## src/hw/bsfs_pkg.sv

```systemverilog
package bsfs_pkg;
   localparam int CLK_HZ = 125_000_000;
   localparam int DECODE_MIN_US = 400;
   localparam int DECODE_MIN_CYC = (DECODE_MIN_US * (CLK_HZ / 1_000_000));
   localparam int FULL_DUTY_MS = 20;
   localparam int FULL_DUTY_CYC = FULL_DUTY_MS * (CLK_HZ / 1000);
   localparam int OC_SUSTAIN_MS = 2;
   localparam int OC_SUSTAIN_CYC = OC_SUSTAIN_MS * (CLK_HZ / 1000);
   localparam int NUM_CH = 6;
   localparam int CNT_W = 32;
   localparam logic [1:0] DIM_DIRECT = 2'h0;
   localparam logic [1:0] DIM_MIXED = 2'h1;
   localparam logic [1:0] DIM_ANALOG = 2'h2;
   localparam logic [1:0] SWITCH_FREQUENCY_SELECT_RESET = 2'h1;
   localparam logic [1:0] SLEW_RESET = 2'h0;
   localparam logic [3:0] SINK_RESET = 4'h5;
   localparam logic [1:0] MODE_RESET = 2'h1;
   localparam logic [2:0] UNDERVOLTAGE_THRESHOLD_RESET = 3'h3;
   // code 0..3 maps to 450/600/800/1200 kHz; code 0..3 to 1.3/2.5/3.5/4.6 V/ns
   typedef struct packed {
      logic [1:0] dim_mode;
      logic [3:0] sink_full_scale;
      logic [2:0] undervoltage_threshold;
      logic [1:0] switch_frequency_select;
      logic [1:0] slew_select;
      logic overcurrent_shutdown_enable;
   } bsfs_cfg_t;
   typedef struct packed {
      logic supply_above_on;
      logic supply_below_off;
      logic output_overvoltage_guard;
      logic ov_released;
      logic overcurrent;
      logic over_temp;
      logic temp_released;
      logic [NUM_CH-1:0] sink_zero;
   } bsfs_flt_t;
   typedef enum logic [2:0] {ST_OFF, ST_CHECK, ST_IDLE, ST_DECODE, ST_RUN, ST_LATCHED} bsfs_state_t;
endpackage

```

## src/hw/bsfs_sync.sv

```systemverilog
`timescale 1ns/10ps
module bsfs_sync import bsfs_pkg::*; #(parameter int W = 1) (
   input wire logic clk,
   input wire logic reset,
   input wire logic [W-1:0] d,
   output logic [W-1:0] q
);
   logic [W-1:0] meta_reg;
   always_ff @(posedge clk or posedge reset) begin
      if (reset) begin
         meta_reg <= '0;
         q <= '0;
      end else begin
         meta_reg <= d;
         q <= meta_reg;
      end
   end
endmodule

```

## src/hw/bsfs_top.sv

```systemverilog
`timescale 1ns/10ps
module bsfs_top import bsfs_pkg::*; #(
   parameter int DECODE_MIN = DECODE_MIN_CYC,
   parameter int FULL_DUTY = FULL_DUTY_CYC,
   parameter int OC_SUSTAIN = OC_SUSTAIN_CYC
) (
   input wire logic clk,
   input wire logic reset,
   input wire logic chip_enable_pin,
   input wire logic dimming_pwm_input,
   input wire bsfs_cfg_t nv_cfg,
   input wire bsfs_flt_t fault_in,
   input wire logic cycle_start,
   output logic [1:0] switch_frequency_select,
   output logic [1:0] slew_select,
   output logic [3:0] sink_full_scale,
   output logic [2:0] undervoltage_threshold,
   output logic [1:0] dim_mode,
   output logic [NUM_CH-1:0] sink_enable,
   output logic boost_enable,
   output logic boost_min_level,
   output logic switch_gate,
   output logic regulate,
   output logic [9:0] duty_code,
   output logic low_power,
   output logic latched_fault
);
   ////////////////////////////////////////////////////////////////
   bsfs_flt_t flt;
   logic en_s, pwm_s;
   bsfs_sync #(.W($bits(bsfs_flt_t))) u_flt_sync (.clk(clk), .reset(reset), .d(fault_in), .q(flt));
   bsfs_sync #(.W(2)) u_pin_sync (.clk(clk), .reset(reset), .d({chip_enable_pin, dimming_pwm_input}),
      .q({en_s, pwm_s}));

   bsfs_state_t state_reg, state_next;
   bsfs_cfg_t cfg_reg;
   logic cfg_loaded_reg;
   logic pwm_d_reg;
   logic [NUM_CH-1:0] ch_on_reg;
   logic ov_halt_reg, oc_cut_reg, therm_reg, uv_ok_reg;
   logic [CNT_W-1:0] dec_cnt_reg, per_cnt_reg, hi_cnt_reg, oc_cnt_reg;
   logic [CNT_W-1:0] period_reg, high_reg;
   logic [1:0] edges_reg;
   logic [9:0] duty_reg;

   ////////////////////////////////////////////////////////////////
   function automatic logic is_direct(input logic [1:0] m);
      return m == DIM_DIRECT;
   endfunction

   wire rise = pwm_s & ~pwm_d_reg;
   wire fall = ~pwm_s & pwm_d_reg;
   wire all_open = (ch_on_reg == '0);
   wire oc_long = cfg_reg.overcurrent_shutdown_enable && (oc_cnt_reg >= CNT_W'(OC_SUSTAIN));
   wire uv_trip = uv_ok_reg & flt.supply_below_off;
   wire stop = ~en_s | uv_trip | therm_reg;
   wire dec_min_ok = dec_cnt_reg >= CNT_W'(DECODE_MIN);
   wire dec_done = is_direct(cfg_reg.dim_mode) ? 1'b1 : (edges_reg == 2'd2 && dec_min_ok);
   wire stuck_high = pwm_s && hi_cnt_reg >= CNT_W'(FULL_DUTY);
   wire none_left = (ch_on_reg & ~flt.sink_zero) == '0;
   wire active = state_reg == ST_IDLE || state_reg == ST_DECODE || state_reg == ST_RUN;

   // the only exit from the latched state is enable low or reset
   always_comb begin
      state_next = state_reg;
      case (state_reg)
         ST_OFF: if (en_s && uv_ok_reg && !therm_reg) state_next = ST_CHECK;
         ST_CHECK: if (stop) state_next = ST_OFF;
            else if (none_left) state_next = ST_LATCHED;
            else state_next = ST_IDLE;
         ST_IDLE: if (stop) state_next = ST_OFF;
            else if (rise) state_next = ST_DECODE;
         ST_DECODE: if (stop) state_next = ST_OFF;
            else if (dec_done || stuck_high) state_next = ST_RUN;
         ST_RUN: if (stop) state_next = ST_OFF;
            else if (all_open || oc_long) state_next = ST_LATCHED;
         ST_LATCHED: if (!en_s) state_next = ST_OFF;
         default: state_next = ST_OFF;
      endcase
   end

   always_ff @(posedge clk or posedge reset) begin
      if (reset) begin
         state_reg <= ST_OFF;
         pwm_d_reg <= 1'b0;
      end else begin
         state_reg <= state_next;
         // held low until armed: a pin already high at enable still counts as the first edge
         pwm_d_reg <= active ? pwm_s : 1'b0;
      end
   end

   ////////////////////////////////////////////////////////////////
   // config captured once after reset release: live edits ignored
   always_ff @(posedge clk or posedge reset) begin
      if (reset) begin
         cfg_reg <= '{MODE_RESET, SINK_RESET, UNDERVOLTAGE_THRESHOLD_RESET, SWITCH_FREQUENCY_SELECT_RESET, SLEW_RESET, 1'b0};
         cfg_loaded_reg <= 1'b0;
      end else if (!cfg_loaded_reg) begin
         cfg_reg <= nv_cfg;
         cfg_loaded_reg <= 1'b1;
      end
   end

   assign switch_frequency_select = cfg_reg.switch_frequency_select;
   assign slew_select = cfg_reg.slew_select;
   assign sink_full_scale = cfg_reg.sink_full_scale;
   assign undervoltage_threshold = cfg_reg.undervoltage_threshold;
   assign dim_mode = cfg_reg.dim_mode;

   ////////////////////////////////////////////////////////////////
   // hysteresis latches from separate on/off comparators
   always_ff @(posedge clk or posedge reset) begin
      if (reset) begin
         uv_ok_reg <= 1'b0;
         ov_halt_reg <= 1'b0;
         therm_reg <= 1'b0;
      end else begin
         if (flt.supply_below_off) uv_ok_reg <= 1'b0;
         else if (flt.supply_above_on) uv_ok_reg <= 1'b1;
         if (flt.output_overvoltage_guard) ov_halt_reg <= 1'b1;
         else if (flt.ov_released) ov_halt_reg <= 1'b0;
         if (flt.over_temp) therm_reg <= 1'b1;
         else if (flt.temp_released) therm_reg <= 1'b0;
      end
   end

   ////////////////////////////////////////////////////////////////
   // per-sink open detect: once off, only enable low or reset brings it back
   wire sensing = (state_reg == ST_CHECK) || (state_reg == ST_RUN && !ov_halt_reg) ||
                  (state_reg == ST_RUN && ov_halt_reg);
   genvar g;
   generate
      for (g = 0; g < NUM_CH; g++) begin : g_ch
         always_ff @(posedge clk or posedge reset) begin
            if (reset) begin
               ch_on_reg[g] <= 1'b1;
            end else if (state_reg == ST_OFF && !en_s) begin
               ch_on_reg[g] <= 1'b1;
            end else if (sensing && flt.sink_zero[g]) begin
               ch_on_reg[g] <= 1'b0;
            end
         end
      end
   endgenerate

   ////////////////////////////////////////////////////////////////
   // cycle-by-cycle limit and sustained-overcurrent timer
   always_ff @(posedge clk or posedge reset) begin
      if (reset) begin
         oc_cut_reg <= 1'b0;
         oc_cnt_reg <= '0;
      end else begin
         if (flt.overcurrent) oc_cut_reg <= 1'b1;
         else if (cycle_start) oc_cut_reg <= 1'b0;
         if (state_reg != ST_RUN || !flt.overcurrent) oc_cnt_reg <= '0;
         else if (oc_cnt_reg != '1) oc_cnt_reg <= oc_cnt_reg + 1'b1;
      end
   end

   ////////////////////////////////////////////////////////////////
   // duty measurement: period rise-to-rise, high time rise-to-fall
   always_ff @(posedge clk or posedge reset) begin
      if (reset) begin
         dec_cnt_reg <= '0;
         per_cnt_reg <= '0;
         hi_cnt_reg <= '0;
         period_reg <= '0;
         high_reg <= '0;
         edges_reg <= 2'd0;
      end else begin
         if (state_reg != ST_DECODE) dec_cnt_reg <= '0;
         else if (!dec_min_ok) dec_cnt_reg <= dec_cnt_reg + 1'b1;
         if (state_reg == ST_IDLE) edges_reg <= 2'd0;
         else if (state_reg == ST_DECODE && rise && edges_reg != 2'd2) edges_reg <= edges_reg + 2'd1;
         if (rise) begin
            period_reg <= per_cnt_reg + 1'b1;
            per_cnt_reg <= '0;
            hi_cnt_reg <= '0;
         end else begin
            if (per_cnt_reg != '1) per_cnt_reg <= per_cnt_reg + 1'b1;
            if (pwm_s && hi_cnt_reg != '1) hi_cnt_reg <= hi_cnt_reg + 1'b1;
         end
         if (fall) high_reg <= hi_cnt_reg + 1'b1;
      end
   end

   // full-width divide: high time times 1024 over period, clamped to 3FF when over range or stuck high
   logic [CNT_W+9:0] scaled;
   assign scaled = {high_reg, 10'h000};
   wire [CNT_W+9:0] duty_raw = (period_reg == '0) ? '0 : scaled / {10'h000, period_reg};
   wire [9:0] duty_calc = (stuck_high || duty_raw > 42'h3FF) ? 10'h3FF : duty_raw[9:0];

   always_ff @(posedge clk or posedge reset) begin
      if (reset) duty_reg <= 10'h000;
      else if (state_reg != ST_RUN) duty_reg <= 10'h000;
      else duty_reg <= is_direct(cfg_reg.dim_mode) ? {10{pwm_s}} : duty_calc;
   end

   ////////////////////////////////////////////////////////////////
   assign boost_enable = active && !ov_halt_reg;
   assign boost_min_level = state_reg == ST_IDLE || state_reg == ST_DECODE;
   assign switch_gate = boost_enable && !oc_cut_reg;
   assign regulate = state_reg == ST_RUN;
   assign sink_enable = regulate ? ch_on_reg : '0;
   assign duty_code = duty_reg;
   assign low_power = state_reg == ST_OFF || state_reg == ST_LATCHED;
   assign latched_fault = state_reg == ST_LATCHED;

   ////////////////////////////////////////////////////////////////
   a_enable_low_off: assert property (@(posedge clk) disable iff (reset)
      !en_s && state_reg != ST_LATCHED |=> low_power) else $error("enable low did not shut down");
   a_ov_halts_sw: assert property (@(posedge clk) disable iff (reset)
      ov_halt_reg |-> !switch_gate) else $error("switching during overvoltage");
   a_oc_cuts_gate: assert property (@(posedge clk) disable iff (reset)
      flt.overcurrent |=> !switch_gate) else $error("switch on after current limit");
   a_uv_trip_off: assert property (@(posedge clk) disable iff (reset)
      active && uv_trip |=> state_reg == ST_OFF) else $error("no undervoltage shutdown");
   a_therm_off: assert property (@(posedge clk) disable iff (reset)
      active && therm_reg |=> low_power) else $error("no thermal shutdown");
   a_latch_holds: assert property (@(posedge clk) disable iff (reset)
      latched_fault && en_s |=> latched_fault) else $error("latch left with enable high");
   a_direct_fast: assert property (@(posedge clk) disable iff (reset)
      state_reg == ST_DECODE && is_direct(cfg_reg.dim_mode) && !stop |=> regulate)
      else $error("direct mode delayed");
   a_decode_min: assert property (@(posedge clk) disable iff (reset)
      $rose(regulate) && !is_direct(cfg_reg.dim_mode) |-> $past(dec_min_ok) || $past(stuck_high))
      else $error("decoder delay too short");
   a_idle_min: assert property (@(posedge clk) disable iff (reset)
      state_reg == ST_IDLE |-> boost_min_level && sink_enable == '0) else $error("regulating while idle");
   a_open_sticky: assert property (@(posedge clk) disable iff (reset)
      !ch_on_reg[0] && en_s |=> !ch_on_reg[0]) else $error("open sink came back");
   ////////////////////////////////////////////////////////////////
   a_check_stop: assert property (@(posedge clk) disable iff (reset)
      state_reg == ST_CHECK && stop |=> low_power)
      else $error("check state ignored shutdown");
   a_uv_no_start: assert property (@(posedge clk) disable iff (reset)
      state_reg == ST_OFF && !uv_ok_reg |=> state_reg == ST_OFF)
      else $error("started below undervoltage");
   a_uv_falls_off: assert property (@(posedge clk) disable iff (reset)
      uv_ok_reg && flt.supply_below_off |=> !uv_ok_reg)
      else $error("supply ok kept below off level");
   a_ov_sets_halt: assert property (@(posedge clk) disable iff (reset)
      flt.output_overvoltage_guard |=> ov_halt_reg)
      else $error("overvoltage not latched");
   a_ov_hyst_hold: assert property (@(posedge clk) disable iff (reset)
      ov_halt_reg && !flt.ov_released |=> ov_halt_reg)
      else $error("overvoltage released early");
   a_therm_no_start: assert property (@(posedge clk) disable iff (reset)
      state_reg == ST_OFF && therm_reg |=> state_reg == ST_OFF)
      else $error("started while hot");
   a_therm_restart: assert property (@(posedge clk) disable iff (reset)
      therm_reg && !flt.over_temp && flt.temp_released |=> !therm_reg)
      else $error("thermal flag stuck after release");
   a_cfg_frozen: assert property (@(posedge clk) disable iff (reset)
      cfg_loaded_reg |=> $stable(cfg_reg))
      else $error("config changed after load");
   a_oc_latches: assert property (@(posedge clk) disable iff (reset)
      state_reg == ST_RUN && oc_long && !stop |=> latched_fault)
      else $error("sustained overcurrent not latched");
   a_oc_disabled: assert property (@(posedge clk) disable iff (reset)
      state_reg == ST_RUN && !cfg_reg.overcurrent_shutdown_enable && !all_open && !stop |=> regulate)
      else $error("overcurrent shutdown while disabled");
   a_all_open_off: assert property (@(posedge clk) disable iff (reset)
      state_reg == ST_RUN && all_open && !stop |=> latched_fault)
      else $error("running with every sink open");
   a_rise_decodes: assert property (@(posedge clk) disable iff (reset)
      state_reg == ST_IDLE && rise && !stop |=> state_reg == ST_DECODE)
      else $error("dimming edge not taken");
   a_sink_drops: assert property (@(posedge clk) disable iff (reset)
      sensing && flt.sink_zero[0] |=> !ch_on_reg[0])
      else $error("zero current sink kept on");
   a_sink_reenable: assert property (@(posedge clk) disable iff (reset)
      state_reg == ST_OFF && !en_s |=> ch_on_reg == '1)
      else $error("sinks not restored by enable low");
   a_decode_waits: assert property (@(posedge clk) disable iff (reset)
      state_reg == ST_DECODE && !is_direct(cfg_reg.dim_mode) && !dec_done && !stuck_high |=> !regulate)
      else $error("decoder ended early");
   a_stuck_full: assert property (@(posedge clk) disable iff (reset)
      regulate && stuck_high && !is_direct(cfg_reg.dim_mode) |=> duty_code == 10'h3FF)
      else $error("stuck high input not full duty");
   a_check_unused: assert property (@(posedge clk) disable iff (reset)
      state_reg == ST_CHECK && !stop && none_left |=> latched_fault)
      else $error("started with no usable sink");
endmodule

```

## config.mk

```make
export PLATFORM = sky130hd
export DESIGN_NAME = bsfs_top
export DESIGN_NICKNAME = d
export VERILOG_FILES = /design/src/hw/bsfs_pkg.sv /design/src/hw/bsfs_sync.sv /design/src/hw/bsfs_top.sv
export SDC_FILE = /design/constraint.sdc
export NUM_CORES = 2
export LEC_CHECK = 0
export BUFFER_PORTS_ARGS = -buffer_cell sky130_fd_sc_hd__buf_2
export CORE_MARGIN = 2
export CORE_UTILIZATION = 45
export DETAILED_ROUTE_END_ITERATION = 16
export GPL_TIMING_DRIVEN = 0
export PLACE_DENSITY = 0.62
export SYNTH_ARGS = -nofsm -noshare
export SYNTH_HDL_FRONTEND = slang
export SYNTH_SLANG_ARGS = --single-unit
```

## constraint.sdc

```tcl
create_clock -name clk -period 159 [get_ports clk]
set_clock_uncertainty 0.05 [all_clocks]
set_input_delay 31.8 -clock clk [delete_from_list [all_inputs] [get_ports clk]]
set_output_delay 31.8 -clock clk [all_outputs]
set_load 0.03 [all_outputs]
```

==> key figures <==
Setup path
  • Slowest CP cell: o2bb2ai_1
  • Most common cell on crit path: clkbuf_1
  • Worst Path Required: 159.35 ns
  • WS Path Type: flop to flop
  • FF-to-FF Start: period_reg[0]
  • Crit path max fanout: 29
  • Critical Path End Type: flop
  • Worst setup SP type: flop
  • FF-to-FF End: duty_code[0]
  • Critical path arrival: 148.15 ns
  • R2R depth: 504
  • CP max stage delay: 1.03 ns
  • Flop-to-flop setup slack: 11.19 ns

Route
  • Drt drc: 0
  • Post-DRT Antenna Nets: 0
  • Via-per-instance ratio: 6.16
  • Drt total wl: 199 mm
  • DR iter-0 viols: 5307
  • Total number of vias: 61525
  • DR WL/cell: 20.0 um
  • Detailed Routing Iterations Pass 1: 8

Synthesis
  • Mux share of post-synthesis cell area: 0.0608
  • Most used DFF post-synth: dfrtp_1
  • Synth top area cells: ha_1 18%, dfrtp_1 11%, a21oi_1 5.8%, xnor2_1 5.8%, nor2_1 5.0%
  • Post-synthesis compound-gate area fraction: 0.287
  • Adder-Cell Fraction of Synth Area: 0.179
  • Largest family of logic cells by synthesized area: compound AO/OA/AOI/OAI gates
  • Synthesized area per cell: 7.35 um^2
  • Ys async rst share: 1.00
  • Post-synth top area share: 0.178
  • Synth Area in XOR/XNOR: 0.0991
  • Most frequent cell after synthesis: ha_1
  • Ys Warns: 0
  • #FFs+latches synth: 263
  • Area leader, netlist: ha_1
  • Synthesized area: 59400 um^2
  • Post-synthesis cell type count: 123
  • Seq/Total Area, Yosys: 0.111
  • Synth top cells by count: 847 x ha_1, 795 x nor2_1, 769 x nand2_1
  • Syn Nets: 8964
  • Post-synth EDFFs: 0
  • Post-synthesis instance total: 8084
  • Simple-gate share of the synthesized area: 0.227

Timing
  • Setup ws final: 11.19 ns
  • Period utilization: 0.930
  • Relative max-transition margin: -0.0000528
  • Worst-margin pin slew: 1.49 ns
  • # setup viols final: 0
  • Fmax: 6.77 MHz
  • Final min period: 147.81 ns
  • Slew Limit Fails: 1
  • RSZ-0062 raised after global routing: false
  • Final Hold Fails: 0
  • Setup tns final: 0 ns

GRT
  • Initial antenna violation count: 0
  • Global Route Usage Sum: 0.282
  • Largest net degree at the start of global routing: 123
  • GRT overflow: 0
  • First-pass GRT wire length: 313 mm
  • Number of global-route vias before repair: 58093

Status
  • Status: finished, violations left
  • Failing checks: max-capacitance violations, max-slew violations

Place
  • Placed cells: 9928
  • Routability cong.: 0.973
  • Pre-CTS setup slack: 14.56 ns
  • Detailed Place HPWL: 162 mm
  • I/O Buffers: 66

Hold path
  • Hold path depth: 0
  • Hold EP: u_pin_sync.q[0]
  • Min-delay src: u_pin_sync.meta_reg[0]
  • Min-delay worst type: flop to flop

Floorplan
  • CORE AREA: 131000 um^2
  • Io pins: 67
  • Die Area: 135000 um^2
  • Starting Density: 0.452
  • Die extent in x: 367 um
  • Row cnt: 133
  • Die height: 367 um

Clock network
  • Total CTS buffers: 29
  • Cts hold-fix bufs: 0
  • CTS max path bufs: 3
  • Sink Count: 263
  • Clk Latency, worst-skew pair: 0.57 ns
  • Worst-path clk slew: 0.06 ns
  • CTS tree: yes
  • Post-CTS setup buffers: 0
  • Root Driver: clkbuf_16
  • CTS H-tree depth: 1
  • Post-CTS Resized: 0

Cells and area
  • Number of nets in the layout: 9084
  • Fraction of layout cells with a size suffix above 1: 0.0737
  • Post-route insts no fill: 9980
  • Synth-to-layout area growth: 6.79%
  • Diodes inserted: 0

Run
  • Max_cap viols: 1
## cells in the final DEF (no fill, tap or decap), types with 95 or more instances in the layout
master    count
ha_1        847
nor2_1      795
nand2_1     769
a21oi_1     693
o21ai_0     565
xnor2_1     393
a21o_1      318
xor2_1      277
inv_1       271
mux2_2      253
dfrtp_1     251
o21a_1      230
nor3_1      226
nand3_1     215
clkbuf_1    189
nand4_1     121
nand2b_1    109
and3_1       98
nor2b_1      95
## worst max-delay path: cells and delay by family (launching register included)
| kind | cells | cell delay [ns] |
|---|---|---|
| mux | 11 | 4.30 |
| simple gates | 98 | 21.41 |
| flops | 1 | 0.52 |
| fa+ha+maj | 42 | 13.35 |
| buf+inv | 82 | 32.72 |
| compound gates | 271 | 74.90 |
## cells by family after synthesis
group,Yosys count
buffers and inverters,539
AO/OA/AOI/OAI,2634
adder cells (fa/ha/maj),848
XOR/XNOR,671
flip-flops,263
AND/OR/NAND/NOR,2807
multiplexers,321
other,1
## worst max-delay path by stage
stage / depth (start not counted) / endpoint / from / slack [ns]
2_1_floorplan: 504 / duty_code[0] / period_reg[0] / 49.01
3_3_place_gp: 508 / duty_code[0] / period_reg[0] / 12.50
3_5_place_dp: 507 / duty_code[0] / period_reg[0] / 14.56
4_1_cts: 508 / duty_code[0] / period_reg[0] / 14.04
5_1_grt: 508 / duty_code[0] / period_reg[0] / 1.58
6_report: 504 / duty_code[0] / period_reg[0] / 11.19
## metrics by stage
| stage | cell area (um^2) | hold slack (ns) | utilization |
|---|---|---|---|
| finish | 63400 | 0.299 | 0.483 |
| floorplan | 59400 | 0.281 | - |
| global route | 63400 | 0.301 | 0.483 |
| CTS | 63400 | 0.300 | 0.483 |
| global placement | 61900 | 0.282 | 0.472 |
| detailed placement | 62400 | 0.286 | 0.475 |
## layout make-up
cell class	count	area [um^2]
clock inverters	13	161
plain buffers	245	1020
multi-input cells	7282	50700
flip-flops and latches	263	6600
well taps	1755	2200
repair buffers	89	828
clock buffers	39	823
fillers	13126	67900
inverters	294	1110
## routing by layer
metal	track usage	vias up	share of wire
met5	0	-	0
met4	0.0905	0	0.036
met3	0.0235	291	0.059
met2	0.457	1906	0.44
met1	0.395	29079	0.47
li1	-	30249	-
Power is left out: the tool's default activity adds up to more than one toggle a clock period on the data nets, which glitch-free logic cannot reach.
